==> config.mk <==
export PLATFORM = sky130hd
export DESIGN_NAME = wse_engine
export DESIGN_NICKNAME = d
export VERILOG_FILES = /design/src/design/wse_pkg.sv /design/src/design/wse_engine.sv
export VERILOG_INCLUDE_DIRS = /design/src /design/src/design
export SDC_FILE = /design/constraint.sdc
export NUM_CORES = 2
export LEC_CHECK = 0
export ABC_CLOCK_PERIOD_IN_PS = 10900
export BUFFER_PORTS_ARGS = -buffer_cell sky130_fd_sc_hd__buf_2
export CAP_MARGIN = 20
export CORE_UTILIZATION = 26
export CTS_CLUSTER_SIZE = 25
export DETAILED_ROUTE_END_ITERATION = 12
export PLACE_DENSITY_LB_ADDON = 0.25
export SYNTH_ARGS = -nofsm -noshare
export SYNTH_HDL_FRONTEND = slang
export SYNTH_SLANG_ARGS = --single-unit
==> constraint.sdc <==
create_clock -name clk_i -period 10.9 [get_ports clk_i]
set_input_delay 3.27 -clock clk_i [delete_from_list [all_inputs] [get_ports clk_i]]
set_output_delay 3.27 -clock clk_i [all_outputs]
set_load 0.03 [all_outputs]
==> src/design/wse_cfg.svh <==
// Purpose: Constants for the waveform sequencer engine
// Assumes: Word-aligned Wishbone register map
// Notes: Offsets are byte addresses
`ifndef WSE_CFG_SVH
`define WSE_CFG_SVH
`define WSE_MEM_BASE 16'hE400
`define WSE_MEM_LAST 16'hE47F
`define WSE_MEM_BYTES 128
`define WSE_OFF_IDLE_CS 16'h0000
`define WSE_OFF_IDLE_CTL 16'h0004
`define WSE_OFF_CTL_CFG 16'h0008
`define WSE_OFF_TRIG 16'h000C
`define WSE_OFF_ABORT 16'h0010
`define WSE_OFF_WF_SEL 16'h0014
`define WSE_OFF_IF_CFG 16'h0018
`define WSE_OFF_READY 16'h001C
`define WSE_OFF_TC 16'h0020
`define WSE_DONE_BIT 7
`define WSE_IDLE_BUS_DRIVE_BIT 0
`define WSE_TRI_BIT 7
`define WSE_RDY_BIT 7
`define WSE_IF_ENGINE 2'h2
`define WSE_WF_SEL_RST 8'hE4
`define WSE_IDLE_STATE 3'h7
`define WSE_LAST_STATE 3'h6
`endif

==> src/design/wse_pkg.sv <==
// Purpose: Types for the waveform sequencer engine
// Assumes: Used with wse_cfg.svh
// Notes: Instruction layout is a local encoding
package wse_pkg;
   typedef enum logic [1:0] {
      WSE_LF_AND,
      WSE_LF_OR,
      WSE_LF_XOR,
      WSE_LF_RSV
   } wse_lfunc_t;
   // One 32-bit state instruction
   typedef struct packed {
      logic decide;
      logic reexec;
      logic inc_addr;
      logic next_fifo;
      logic irq;
      logic drive_data;
      logic sample_data;
      logic [5:0] ctl_level;
      logic [5:0] ctl_oe;
      wse_lfunc_t lfunc;
      logic [2:0] term_a;
      logic [2:0] term_b;
      logic [4:0] spare;
   } wse_instr_t;
   typedef struct packed {
      logic [7:0] count;
      logic [2:0] br1;
      logic [2:0] br0;
   } wse_branch_t;
   typedef enum logic {
      WSE_ST_IDLE,
      WSE_ST_RUN
   } wse_state_t;
endpackage

==> src/design/wse_engine.sv <==
// Purpose: Waveform sequencer engine with idle control
// Assumes: Wishbone classic slave, one clock
// Notes: Instruction is 4 bytes; mem byte n of state s = 4*(8*desc+s)+n
//
// Function
// - Seven programmable states plus idle state seven
// - States drive controls, data, address, pointer, event
// - Decision state combines two terms and branches
// - Timed state holds 2*count+1 cycles, one to 255; state 0 entered by trigger holds one cycle
// - 128-byte waveform memory at E400 to E47F
// - Memory reachable only in engine mode 10
// - Memory bytes individually rewritable
// - Four descriptors selectable per transfer type
// - Seven 32-bit instructions per descriptor
// - State changes only on clock edges
// - Branch to idle ends the waveform
// - Idle signals come from idle registers
// - No new waveform until done bit set
// - Done reads zero busy, one idle
// - Idle bus floats or keeps last value
// - Tristate mode off: six levels, enabled except open-drain high levels
// - Config bit selects push-pull or open drain
// - Tristate mode on: four idle enables, four idle levels; states drive six of each
`timescale 1ns/1ps
`include "wse_cfg.svh"
module wse_engine #(
   parameter int DW = 16
) (
   input wire logic clk_i,
   input wire logic rst_i,
   input wire logic cyc_i,
   input wire logic stb_i,
   input wire logic we_i,
   input wire logic [15:0] adr_i,
   input wire logic [3:0] sel_i,
   input wire logic [31:0] dat_i,
   output logic [31:0] dat_o,
   output logic ack_o,
   input wire logic [5:0] wait_in_i,
   input wire logic fifo_flag_i,
   input wire logic [DW-1:0] fifo_data_bus_i,
   input wire logic [DW-1:0] wr_data_i,
   output logic [DW-1:0] fifo_data_bus_o,
   output logic fifo_data_bus_oe_o,
   output logic [5:0] control_strobe_out_o,
   output logic [5:0] control_strobe_out_oe_o,
   output logic [8:0] engine_address_out_o,
   output logic fifo_advance_o,
   output logic waveform_event_irq_o,
   output logic completion_irq_o,
   output logic [DW-1:0] rd_data_o,
   output logic rd_valid_o
);
   // ---------------------------------------------
   // Registers and storage
   // ---------------------------------------------
   logic [7:0] wf_mem [0:`WSE_MEM_BYTES-1];
   logic [7:0] idle_status_control;
   logic [7:0] idle_control_levels;
   logic [7:0] control_output_config;
   logic [7:0] descriptor_select_reg;
   logic [1:0] interface_config_field;
   logic firmware_ready_flag;
   logic [7:0] xfer_count;
   logic [1:0] trig_type;
   logic wse_done;
   logic [1:0] desc;
   logic [2:0] cur;
   logic [7:0] dwell;
   logic [DW-1:0] last_data;
   logic [5:0] wait_s1;
   logic [5:0] wait_s2;
   logic flag_s1;
   logic flag_s2;
   wse_pkg::wse_state_t st;
   // ---------------------------------------------
   // Bus decode
   // ---------------------------------------------
   logic req;
   logic wr;
   logic in_mem;
   logic mem_ok;
   logic trig_wr;
   logic abort_wr;
   logic [4:0] mem_word;
   assign req = cyc_i && stb_i && !ack_o;
   assign wr = req && we_i;
   assign in_mem = (adr_i >= `WSE_MEM_BASE) && (adr_i <= `WSE_MEM_LAST);
   assign mem_ok = in_mem && (interface_config_field == `WSE_IF_ENGINE);
   assign mem_word = adr_i[6:2];
   assign trig_wr = wr && (adr_i == `WSE_OFF_TRIG) && sel_i[0] && wse_done;
   assign abort_wr = wr && (adr_i == `WSE_OFF_ABORT) && sel_i[0];
   always_ff @(posedge clk_i) begin
      if (rst_i) begin
         ack_o <= 1'b0;
      end else begin
         ack_o <= req;
      end
   end
   // Byte-lane memory writes
   genvar gb;
   generate
      for (gb = 0; gb < 4; gb++) begin : g_lane
         always_ff @(posedge clk_i) begin
            if (wr && mem_ok && sel_i[gb]) begin
               wf_mem[{mem_word, 2'(gb)}] <= dat_i[8*gb +: 8];
            end
         end
      end
   endgenerate
   // Config registers
   always_ff @(posedge clk_i) begin
      if (rst_i) begin
         idle_status_control <= 8'h00;
         idle_control_levels <= 8'h00;
         control_output_config <= 8'h00;
         descriptor_select_reg <= `WSE_WF_SEL_RST;
         interface_config_field <= 2'h0;
         firmware_ready_flag <= 1'b0;
         xfer_count <= 8'h00;
      end else if (wr && sel_i[0]) begin
         case (adr_i)
            `WSE_OFF_IDLE_CS: idle_status_control <= {1'b0, dat_i[6:0]};
            `WSE_OFF_IDLE_CTL: idle_control_levels <= dat_i[7:0];
            `WSE_OFF_CTL_CFG: control_output_config <= dat_i[7:0];
            `WSE_OFF_WF_SEL: descriptor_select_reg <= dat_i[7:0];
            `WSE_OFF_IF_CFG: interface_config_field <= dat_i[1:0];
            `WSE_OFF_READY: firmware_ready_flag <= dat_i[`WSE_RDY_BIT];
            `WSE_OFF_TC: xfer_count <= dat_i[7:0];
            default: begin
            end
         endcase
      end else if (st == wse_pkg::WSE_ST_RUN && fifo_advance_o && xfer_count != 8'h00) begin
         xfer_count <= xfer_count - 8'h01;
      end
   end
   // Read mux
   always_ff @(posedge clk_i) begin
      if (rst_i) begin
         dat_o <= 32'h0000_0000;
      end else if (req && !we_i) begin
         if (in_mem) begin
            dat_o <= mem_ok ? {wf_mem[{mem_word, 2'h3}], wf_mem[{mem_word, 2'h2}],
                               wf_mem[{mem_word, 2'h1}], wf_mem[{mem_word, 2'h0}]} : 32'h0000_0000;
         end else begin
            case (adr_i)
               `WSE_OFF_IDLE_CS: dat_o <= {24'h0, wse_done, idle_status_control[6:0]};
               `WSE_OFF_IDLE_CTL: dat_o <= {24'h0, idle_control_levels};
               `WSE_OFF_CTL_CFG: dat_o <= {24'h0, control_output_config};
               `WSE_OFF_TRIG: dat_o <= {24'h0, wse_done, 5'h0, trig_type};
               `WSE_OFF_WF_SEL: dat_o <= {24'h0, descriptor_select_reg};
               `WSE_OFF_IF_CFG: dat_o <= {30'h0, interface_config_field};
               `WSE_OFF_READY: dat_o <= {24'h0, firmware_ready_flag, 7'h0};
               `WSE_OFF_TC: dat_o <= {24'h0, xfer_count};
               default: dat_o <= 32'h0000_0000;
            endcase
         end
      end
   end
   // ---------------------------------------------
   // Input synchronisers
   // ---------------------------------------------
   always_ff @(posedge clk_i) begin
      if (rst_i) begin
         wait_s1 <= 6'h00;
         wait_s2 <= 6'h00;
         flag_s1 <= 1'b0;
         flag_s2 <= 1'b0;
      end else begin
         wait_s1 <= wait_in_i;
         wait_s2 <= wait_s1;
         flag_s1 <= fifo_flag_i;
         flag_s2 <= flag_s1;
      end
   end
   // ---------------------------------------------
   // Instruction fetch and decision
   // ---------------------------------------------
   logic [4:0] iw;
   logic [4:0] nw;
   wse_pkg::wse_instr_t ins;
   wse_pkg::wse_instr_t nins;
   wse_pkg::wse_branch_t brn;
   logic [7:0] terms;
   logic ta;
   logic tb;
   logic lres;
   logic [2:0] tgt;
   logic [1:0] sel_desc;
   assign iw = {desc, cur};
   // Four bytes of instruction; brn reads bytes 0-1 of word slot 7 and is unused
   assign ins = {wf_mem[{iw, 2'h3}], wf_mem[{iw, 2'h2}], wf_mem[{iw, 2'h1}], wf_mem[{iw, 2'h0}]};
   assign brn = {wf_mem[{desc, 3'h7, 2'h1}][5:0], wf_mem[{desc, 3'h7, 2'h0}]} >> 0;
   assign terms = {xfer_count == 8'h00, firmware_ready_flag, flag_s2, wait_s2[4:0]};
   assign ta = terms[ins.term_a];
   assign tb = terms[ins.term_b];
   always_comb begin
      case (ins.lfunc)
         wse_pkg::WSE_LF_AND: lres = ta & tb;
         wse_pkg::WSE_LF_OR: lres = ta | tb;
         wse_pkg::WSE_LF_XOR: lres = ta ^ tb;
         default: lres = 1'b0;
      endcase
   end
   // Branch targets live in spare bits: br1 = spare[4:2], br0 = {spare[1:0], 0}; count in byte 3 bits 6:0
   assign tgt = lres ? ins.spare[4:2] : {ins.spare[1:0], 1'b0};
   assign sel_desc = descriptor_select_reg[2*trig_type +: 2];
   always_comb begin
      if (ins.decide) begin
         nw = {desc, tgt};
      end else begin
         nw = {desc, cur + 3'h1};
      end
   end
   assign nins = {wf_mem[{nw, 2'h3}], wf_mem[{nw, 2'h2}], wf_mem[{nw, 2'h1}], wf_mem[{nw, 2'h0}]};
   // ---------------------------------------------
   // Sequencer
   // ---------------------------------------------
   logic leave;
   logic [2:0] next_cur;
   assign leave = ins.decide || dwell == 8'h00;
   always_comb begin
      if (ins.decide) begin
         next_cur = tgt;
      end else if (cur == `WSE_LAST_STATE) begin
         next_cur = `WSE_IDLE_STATE;
      end else begin
         next_cur = cur + 3'h1;
      end
   end
   always_ff @(posedge clk_i) begin
      if (rst_i) begin
         st <= wse_pkg::WSE_ST_IDLE;
         wse_done <= 1'b1;
         cur <= `WSE_IDLE_STATE;
         desc <= 2'h0;
         trig_type <= 2'h0;
         dwell <= 8'h00;
      end else if (st == wse_pkg::WSE_ST_IDLE) begin
         if (trig_wr) begin
            st <= wse_pkg::WSE_ST_RUN;
            wse_done <= 1'b0;
            trig_type <= dat_i[1:0];
            desc <= descriptor_select_reg[2*dat_i[1:0] +: 2];
            cur <= 3'h0;
            dwell <= 8'h00;
         end
      end else if (abort_wr || (leave && next_cur == `WSE_IDLE_STATE)) begin
         st <= wse_pkg::WSE_ST_IDLE;
         wse_done <= 1'b1;
         cur <= `WSE_IDLE_STATE;
      end else if (leave) begin
         cur <= next_cur;
         dwell <= nins.decide ? 8'h00 : {wf_mem[{nw, 2'h3}][6:0], 1'b0};
      end else begin
         dwell <= dwell - 8'h01;
      end
   end
   // ---------------------------------------------
   // Output stage
   // ---------------------------------------------
   logic entry;
   logic task_now;
   logic [5:0] idle_lvl;
   logic [5:0] idle_oe;
   logic [5:0] run_oe;
   assign entry = (st == wse_pkg::WSE_ST_RUN) && (dwell == 8'h00 || ins.decide);
   assign task_now = entry && (!ins.decide || ins.reexec);
   always_comb begin
      if (control_output_config[`WSE_TRI_BIT]) begin
         idle_lvl = {2'h0, idle_control_levels[3:0]};
         idle_oe = {2'h0, idle_control_levels[7:4]};
      end else begin
         idle_lvl = idle_control_levels[5:0];
         // Open drain drives only the low level
         idle_oe = ~(control_output_config[5:0] & idle_control_levels[5:0]);
      end
      run_oe = control_output_config[`WSE_TRI_BIT] ? ins.ctl_oe : ~(control_output_config[5:0] & ins.ctl_level);
   end
   always_ff @(posedge clk_i) begin
      if (rst_i) begin
         control_strobe_out_o <= 6'h00;
         control_strobe_out_oe_o <= 6'h00;
         fifo_data_bus_o <= '0;
         fifo_data_bus_oe_o <= 1'b0;
         last_data <= '0;
         engine_address_out_o <= 9'h000;
         fifo_advance_o <= 1'b0;
         waveform_event_irq_o <= 1'b0;
         completion_irq_o <= 1'b0;
         rd_data_o <= '0;
         rd_valid_o <= 1'b0;
      end else begin
         // Abort also ends the waveform
         completion_irq_o <= st == wse_pkg::WSE_ST_RUN && (abort_wr || (leave && next_cur == `WSE_IDLE_STATE));
         fifo_advance_o <= task_now && ins.next_fifo;
         waveform_event_irq_o <= task_now && ins.irq;
         rd_valid_o <= st == wse_pkg::WSE_ST_RUN && ins.sample_data;
         if (st == wse_pkg::WSE_ST_RUN && ins.sample_data) begin
            rd_data_o <= fifo_data_bus_i;
         end
         if (task_now && ins.inc_addr) begin
            engine_address_out_o <= engine_address_out_o + 9'h001;
         end
         if (st == wse_pkg::WSE_ST_RUN) begin
            control_strobe_out_o <= ins.ctl_level;
            control_strobe_out_oe_o <= run_oe;
            fifo_data_bus_oe_o <= ins.drive_data;
            if (ins.drive_data) begin
               fifo_data_bus_o <= wr_data_i;
               last_data <= wr_data_i;
            end
         end else begin
            control_strobe_out_o <= idle_lvl;
            control_strobe_out_oe_o <= idle_oe;
            fifo_data_bus_o <= last_data;
            fifo_data_bus_oe_o <= idle_status_control[`WSE_IDLE_BUS_DRIVE_BIT];
         end
      end
   end
endmodule

# Yosys cells after proc, flatten, opt, wreduce, memory -nomap -nowiden
# Memories as Yosys holds them, arrays and structs flattened.
# Index checks and enable logic that the tools add are counted.
[op_classes]
add_sub_neg = 4
magnitude_cmp = 4
eq_ne = 18
shifts = 1
mux = 46
bitwise_logic = 8
n_reduce_logical = 52
[ops]
columns = ["op", "count"]
rows = [
  ["== test 16 x 5 -> 1 bit, second input constant", 4],
  ["two-way mux 32 bit", 2],
  ["two-way mux 8 bit", 8],
  ["one-hot mux 8 bit (8 select lines)", 1],
  ["== test 16 x 4 -> 1 bit, second input constant", 2],
  ["two-way mux 16 bit", 2],
  ["two-way mux 6 bit", 5],
  ["logical AND 1 bit", 27],
  ["two-way mux 3 bit", 8],
  ["AND reduction 2 bit", 12],
  ["two-way mux 1 bit", 17],
  ["== test 16 x 3 -> 1 bit, second input constant", 1],
  ["== test 16 x 6 -> 1 bit, second input constant", 1],
  [">= comparator 16 bit, second input constant", 1],
  ["<= comparator 16 bit, second input constant", 1],
  ["zero test 16 bit", 1],
  ["zero test 8 bit", 2],
  ["subtractor 8 x 1 -> 8 bit, second input constant", 2],
  ["bitwise AND 6 bit", 2],
  ["NOT 6 bit", 2],
  ["adder 9 x 1 -> 9 bit, second input constant", 1],
  ["less-than comparator 3 x 4 -> 1 bit, second input constant", 2],
  ["nonzero test 8 bit", 1],
  ["indexed part select 8 x 4 -> 2 bit", 1],
  ["17 further kinds", 27],
]
[word_totals]
register_bits = 178
ramBits = 1024
in_bits = 96
out_inout_bits = 91
elab_cells = 164
memories = 1
[memory_table]
columns = ["name", "depth", "width", "rd", "rd_ports_with_merged_regs", "write_ports", "line", "rtl"]
rows = [
  ["wf_mem", 128, 8, 9, 0, 4, "wse_engine.sv:57", "logic [7:0] wf_mem [0:`WSE_MEM_BYTES-1];"],
]

# Depth between registers and ports, before layout
[logic_depth]
word_depth = 12
mapped_depth = 30

# Worst setup path before layout
# No wires, ideal clock.
[synth_path]
kind = "input-to-reg"
start = "in adr_i[4]"
end = "mem wf_mem[112][0], enable pin"
arrival_time_ns = 5.854
required_ns = 10.530
setup_slack_ns = 4.675
path_stages = 8
path_buffers = 5
path_cell_list = "buf_1 > buf_1 > clkbuf_1 > buf_1 > clkbuf_1 > and3_1 > nand2_1 > nor2_1"
[synth_lines]
columns = ["item", "line", "rtl"]
rows = [
  ["from (decl)", "wse_engine.sv:34", "input wire logic [15:0] adr_i,"],
  ["to (decl)", "wse_engine.sv:57", ""],
]

# Final worst setup path
[layout_path]
start = "reg desc[0]"
end = "reg dwell[2]"
[layout_via]
elab_chain_cells = 12
[layout_lines]
columns = ["item", "line", "rtl"]
rows = [
  ["from (decl)", "wse_engine.sv:67", "logic [1:0] desc;"],
  ["from (signal assigned)", "wse_engine.sv:244", "desc <= descriptor_select_reg[2*dat_i[1:0] +: 2];"],
  ["memory (128 x 8 bit)", "-", ""],
  ["binary-select mux 1 bit (select 3 bit) (on tied branches)", "wse_engine.sv:195, wse_engine.sv:196", ""],
  ["two-way mux 1 bit (on tied branches)", "wse_engine.sv:195, wse_engine.sv:196", ""],
  ["bitwise XOR 1 bit, or another cell as far along", "wse_engine.sv:201", "wse_pkg::WSE_LF_XOR: lres = ta ^ tb;"],
  ["one-hot mux 1 bit (3 select lines)", "wse_engine.sv:198", "case (ins.lfunc)"],
  ["two-way mux 3 bit", "wse_engine.sv:206", "assign tgt = lres ? ins.spare[4:2] : {ins.spare[1:0], 1'b0};"],
  ["two-way mux 3 bit (on tied branches)", "wse_engine.sv:209, wse_engine.sv:223", ""],
  ["memory (128 x 8 bit) / == test 3 bit (equally long branches)", "-", ""],
  ["two-way mux 8 bit / logical AND 1 bit (equally long branches)", "-", ""],
  ["two-way mux 8 bit / logical OR 1 bit (equally long branches)", "wse_engine.sv:252, wse_engine.sv:248", ""],
  ["two-way mux 8 bit / != test 2 bit (equally long branches)", "-", ""],
  ["two-way mux 8 bit / AND reduction 2 bit (equally long branches)", "-", ""],
  ["to (signal assigned)", "wse_engine.sv:254", "dwell <= nins.decide ? 8'h00 : {wf_mem[{nw, 2'h3}][6:0], 1'b0};"],
  ["to (signal assigned)", "wse_engine.sv:256", "dwell <= dwell - 8'h01;"],
  ["to (decl)", "wse_engine.sv:69", "logic [7:0] dwell;"],
]
# Several ways; a longest one is shown, not always the timed one. The select of a mux whose other input is x is not followed.
# A chain may end at the register's enable or synchronous reset.

==> metrics.md <==
| Metric | Value |
|---|---|
| Leakage power of the design | 22.3 nW |
| Share of cell area taken by muxes after synthesis | 26.0% |
| Setup violation total in the final timing report | 0 |
| Count of cells along the worst register-to-register path | 22 |
| Series of cell instances along the critical path | buf_4 -> inv_4 -> buf_4 -> mux4_2 -> mux2i_1 -> nor2b_1 -> a211oi_1 -> a21oi_1 -> mux2_2 -> inv_1 -> ha_1 -> inv_1 -> a41o_1 -> o2111a_1 -> o22ai_2 -> a21o_4 -> buf_4 -> and3_1 -> a311oi_1 -> or4_1 -> a32oi_1 -> o21ai_1 |
| Drt first-iter violations | 4564 |
| Number of DRC violations after detailed routing | 0 |
| Core box area | 221000 um^2 |
| Total GRT Usage | 18.3% |
| Number of clock buffers inserted by TritonCTS | 136 |
| Number of antenna violations at the first check in global routing | 16 |
| Number of levels the H-tree was split into | 4 |
| Largest registers ranked by flip-flop count | wf_mem x1024, dat_o x32 |
| Critical path capture point type | flip-flop |
| Fraction of power consumed by the clock network | 46.6% |
| Slack of the worst reg-to-reg path | 2.88 ns |
| Core Rows | 172 |
| Post-placement cell count | 6646 |
| Setup repair after global routing missed its margin | false |
| Horizontal die dimension | 474 um |
| Detailed-placement wirelength estimate | 134000 um |
| Post-Synthesis Net Count | 3746 |
| First-pass GRT wire length | 290000 um |
| Internal Dissipation | 7.80 mW |
| Post-cts sizing count | 0 |
| Launching instance or port of the critical path | desc[0] |
| Register share of total power | 49.3% |
| Maximum operating frequency | 125 MHz |
| Sw Pwr | 2.32 mW |
| Adder-cell share of the synthesized area | 0.173% |
| Xor and xnor area share after synthesis | 0.196% |
| Critical path class | flip-flop to flip-flop |
| Total gr overflow | 0 |
| Unique masters post-synth | 83 |
| Worst path arrival time | 8.68 ns |
| Total number of vias | 37100 |
| Cell count after synthesis | 3642 |
| I/O pin count | 187 |
| Final count of pins violating max slew | 0 |
| Status | completed |
| Combined area of all synthesized cells | 58000 um^2 |
| Sequential cell area fraction in the yosys report | 59.2% |
| Post-Syn Area per Cell | 15.9 um^2 |
| Total die area | 225000 um^2 |
| Clk root buf | sky130_fd_sc_hd__clkbuf_16 |
| CTS hold repair buffers | 0 |
| Clock skew after layout | 0.0476 ns |
| Wirelength, routed | 209000 um |
| Count of TritonRoute iterations in the first routing pass | 5 |
| Final count of hold timing violations | 0 |
| Worst path required time | 11.56 ns |
| DR WL/cell | 30.2 um |
| Dominant combinational cell family by area after synthesis | multiplexers |
| Worst hold path class | flip-flop to flip-flop |
| Top register by number of flip-flops | wf_mem |
| Setup TNS Final | 0 ns |
| Worst voltage drop across the vdd grid | 0.000119 V |
| GPL Wtd Cong | 0.838 |
| Worst reg2reg startpoint | desc[0] |
| Initial Util | 26.3% |
| Post-synth EDFFs | 1024 |
| Relative slew slack | 17.6% |
| Delay of the slowest critical-path stage | 0.74 ns |
| Via count of the first global-routing pass | 36500 |
| Clock-pin slew on the worst setup and hold paths | 0.07 ns |
| Most frequent cell on the critical path | sky130_fd_sc_hd__buf_4 |
| Post-layout power | 10.1 mW |
| Slowest CP cell | sky130_fd_sc_hd__mux2i_1 |
| Comb pwr share | 4.2% |
| CTS Sinks | 1202 |
| Clock Tree Buf Depth | 3 |
| Post-detailed-route count of antenna-violating nets | 0 |
| Vertical die dimension | 474 um |
| Highest fanout seen on the critical path | 52 |
| Port bufs | 185 |
| Pin count of the biggest net entering global routing | 115 |
| Startpoint type of the worst setup path | flip-flop |
| R2r endpoint | dwell[2] |
| Count of state elements after synthesis | 1202 |
| Transition time at the pin with the least slew margin | 1.20 ns |
| Layout Area Growth over Synthesis | 16.0% |
| Switching part of the total | 22.9% |
| Worst-Skew Late Latency | 0.79 ns |
| FFs w/ async S/R, synth | 0% |
| Number of buffers added for setup after CTS | 0 |
| Layout net count | 3944 |
| Max capacitance violation total | 0 |
| Number of stages on the worst hold path | 2 |
| Flip-flop count of the largest register, all copies and words added | 1024 |
| Worst min-delay path endpoint | dat_o[12] |
| CTS tree | yes |
| Share of the clock period used by the worst path | 73.6% |
| Share of the synthesized area in compound gates (AO/OA/AOI/OAI) | 5.82% |
| Power density of the placed cells | 151 nW/um^2 |
| Post-synthesis simple-gate area fraction | 6.20% |
| Yosys Warn Count | 0 |
| Clock period minus worst slack | 8.02 ns |
| Fraction of layout instances using a drive strength above 1 | 29.8% |
| Source of the worst hold timing path | dat_o[12] |
| Number of standard cells in the final layout excluding fillers | 6915 |
| Post-detailed-route via-to-cell ratio | 5.37 |
| Main synth FF type | sky130_fd_sc_hd__edfxtp_1 |
==> layer usage <==
| layer | part of all wire [%] | global-route usage, % |
|---|---|---|
| met2 | 45 | 28.0 |
| met5 | 0.032 | 0 |
| met4 | 2.9 | 5.59 |
| met3 | 8.8 | 4.16 |
| met1 | 43 | 25.7 |
==> stage by stage <==
stage | worst slack (ns) | cell area (um^2) | utilization [%] | hold slack (ns)
2_1_floorplan | 4.68 | 58000 | - | 0.414
3_3_place_gp | 2.95 | 62500 | 28.3 | 0.432
3_5_place_dp | 2.95 | 62500 | 28.3 | 0.427
4_1_cts | 2.92 | 67100 | 30.4 | 0.456
5_1_grt | 2.55 | 67200 | 30.5 | 0.470
6_report | 2.88 | 67200 | 30.5 | 0.451
==> cells in the final DEF (no fill, tap or decap), types with 23 or more instances in the layout <==
| cell | Yosys | routed |
|---|---|---|
| sky130_fd_sc_hd__edfxtp_1 | 1024 | 1024 |
| sky130_fd_sc_hd__mux4_2 | 546 | 546 |
| sky130_fd_sc_hd__nand2_1 | 309 | 309 |
| sky130_fd_sc_hd__nor2_1 | 289 | 279 |
| sky130_fd_sc_hd__mux2i_1 | 219 | 219 |
| sky130_fd_sc_hd__buf_2 | 62 | 179 |
| sky130_fd_sc_hd__dfxtp_1 | 178 | 172 |
| sky130_fd_sc_hd__clkbuf_16 | 0 | 138 |
| sky130_fd_sc_hd__buf_4 | 18 | 131 |
| sky130_fd_sc_hd__a21oi_1 | 125 | 125 |
| sky130_fd_sc_hd__o21ai_0 | 67 | 67 |
| sky130_fd_sc_hd__nand3_1 | 58 | 58 |
| sky130_fd_sc_hd__a211oi_1 | 52 | 52 |
| sky130_fd_sc_hd__mux2_2 | 43 | 43 |
| sky130_fd_sc_hd__o22ai_1 | 38 | 38 |
| sky130_fd_sc_hd__nor2b_1 | 35 | 34 |
| sky130_fd_sc_hd__a22oi_1 | 34 | 34 |
| sky130_fd_sc_hd__clkbuf_1 | 141 | 25 |
| sky130_fd_sc_hd__and3_1 | 23 | 23 |
| sky130_fd_sc_hd__nor3_1 | 23 | 23 |
| sky130_fd_sc_hd__a311oi_1 | 23 | 23 |
| sky130_fd_sc_hd__clkinv_1 | 1 | 23 |
| sky130_fd_sc_hd__clkinv_2 | 0 | 23 |
==> how the worst max path moves through the flow <==
| stage | slack (ns) | end |
|---|---|---|
| final | 2.88 | dwell[2] |
| after global routing | 2.55 | dwell[2] |
| after CTS | 2.92 | dwell[2] |
| after detailed placement | 2.95 | dwell[2] |
| after global placement | 2.95 | dwell[2] |
| after floorplan | 4.68 | wf_mem[112][0] |
==> cell families (layout without fill, tap and decap cells) <==
| group | count (synthesis) | after routing |
|---|---|---|
| flops | 1202 | 1202 |
| simple gates | 823 | 823 |
| mux | 814 | 814 |
| compound gates | 487 | 487 |
| buf+inv | 295 | 604 |
| xor+xnor | 13 | 13 |
| fa+ha+maj | 8 | 8 |
| other cells | 0 | 6 |
==> worst max-delay path, delay by kind of cell (launching register included) <==
kind            cells  cell delay (ns)
compound gates      9             2.48
fa+ha+maj           1             0.15
buf+inv             6             2.08
flops               1             0.31
mux                 3             1.78
simple gates        3             0.97
==> Yosys cell counts, drive strengths merged, types with 34 or more instances <==
cell type	count	area share [%]
a211oi	54	0.72
a21oi	126	1.1
a22oi	34	0.44
buf	133	1.4
clkbuf	141	0.91
dfxtp	178	6.1
edfxtp	1024	53
mux2	47	0.91
mux2i	221	3.9
mux4	546	21
nand2	310	2.0
nand3	58	0.50
nor2	292	1.9
nor2b	35	0.38
o21ai	73	0.63
o22ai	39	0.43
==> power groups by stage <==
stage | combinational [mW] | clock (mW) | sequential, mW
after floorplan | 0.212 | 0 | 5.09
after global placement | 0.417 | 0 | 5.09
after detailed placement | 0.419 | 0 | 5.09
after CTS | 0.421 | 4.81 | 4.99
after global routing | 0.440 | 5.00 | 4.99
final | 0.420 | 4.71 | 4.99
==> final cells by class <==
| class | instances | area, um^2 |
|---|---|---|
| diodes | 6 | 15.0 |
| clock buffers | 171 | 3660 |
| clock inverters | 78 | 881 |
| fillers | 21800 | 153000 |
| inverters | 21 | 81.3 |
| multi-input cells | 2145 | 22300 |
| flip-flops and latches | 1202 | 34300 |
| well taps | 2958 | 3700 |
| repair buffers | 334 | 2240 |
No activity file was read; power rests on OpenSTA's default activity.
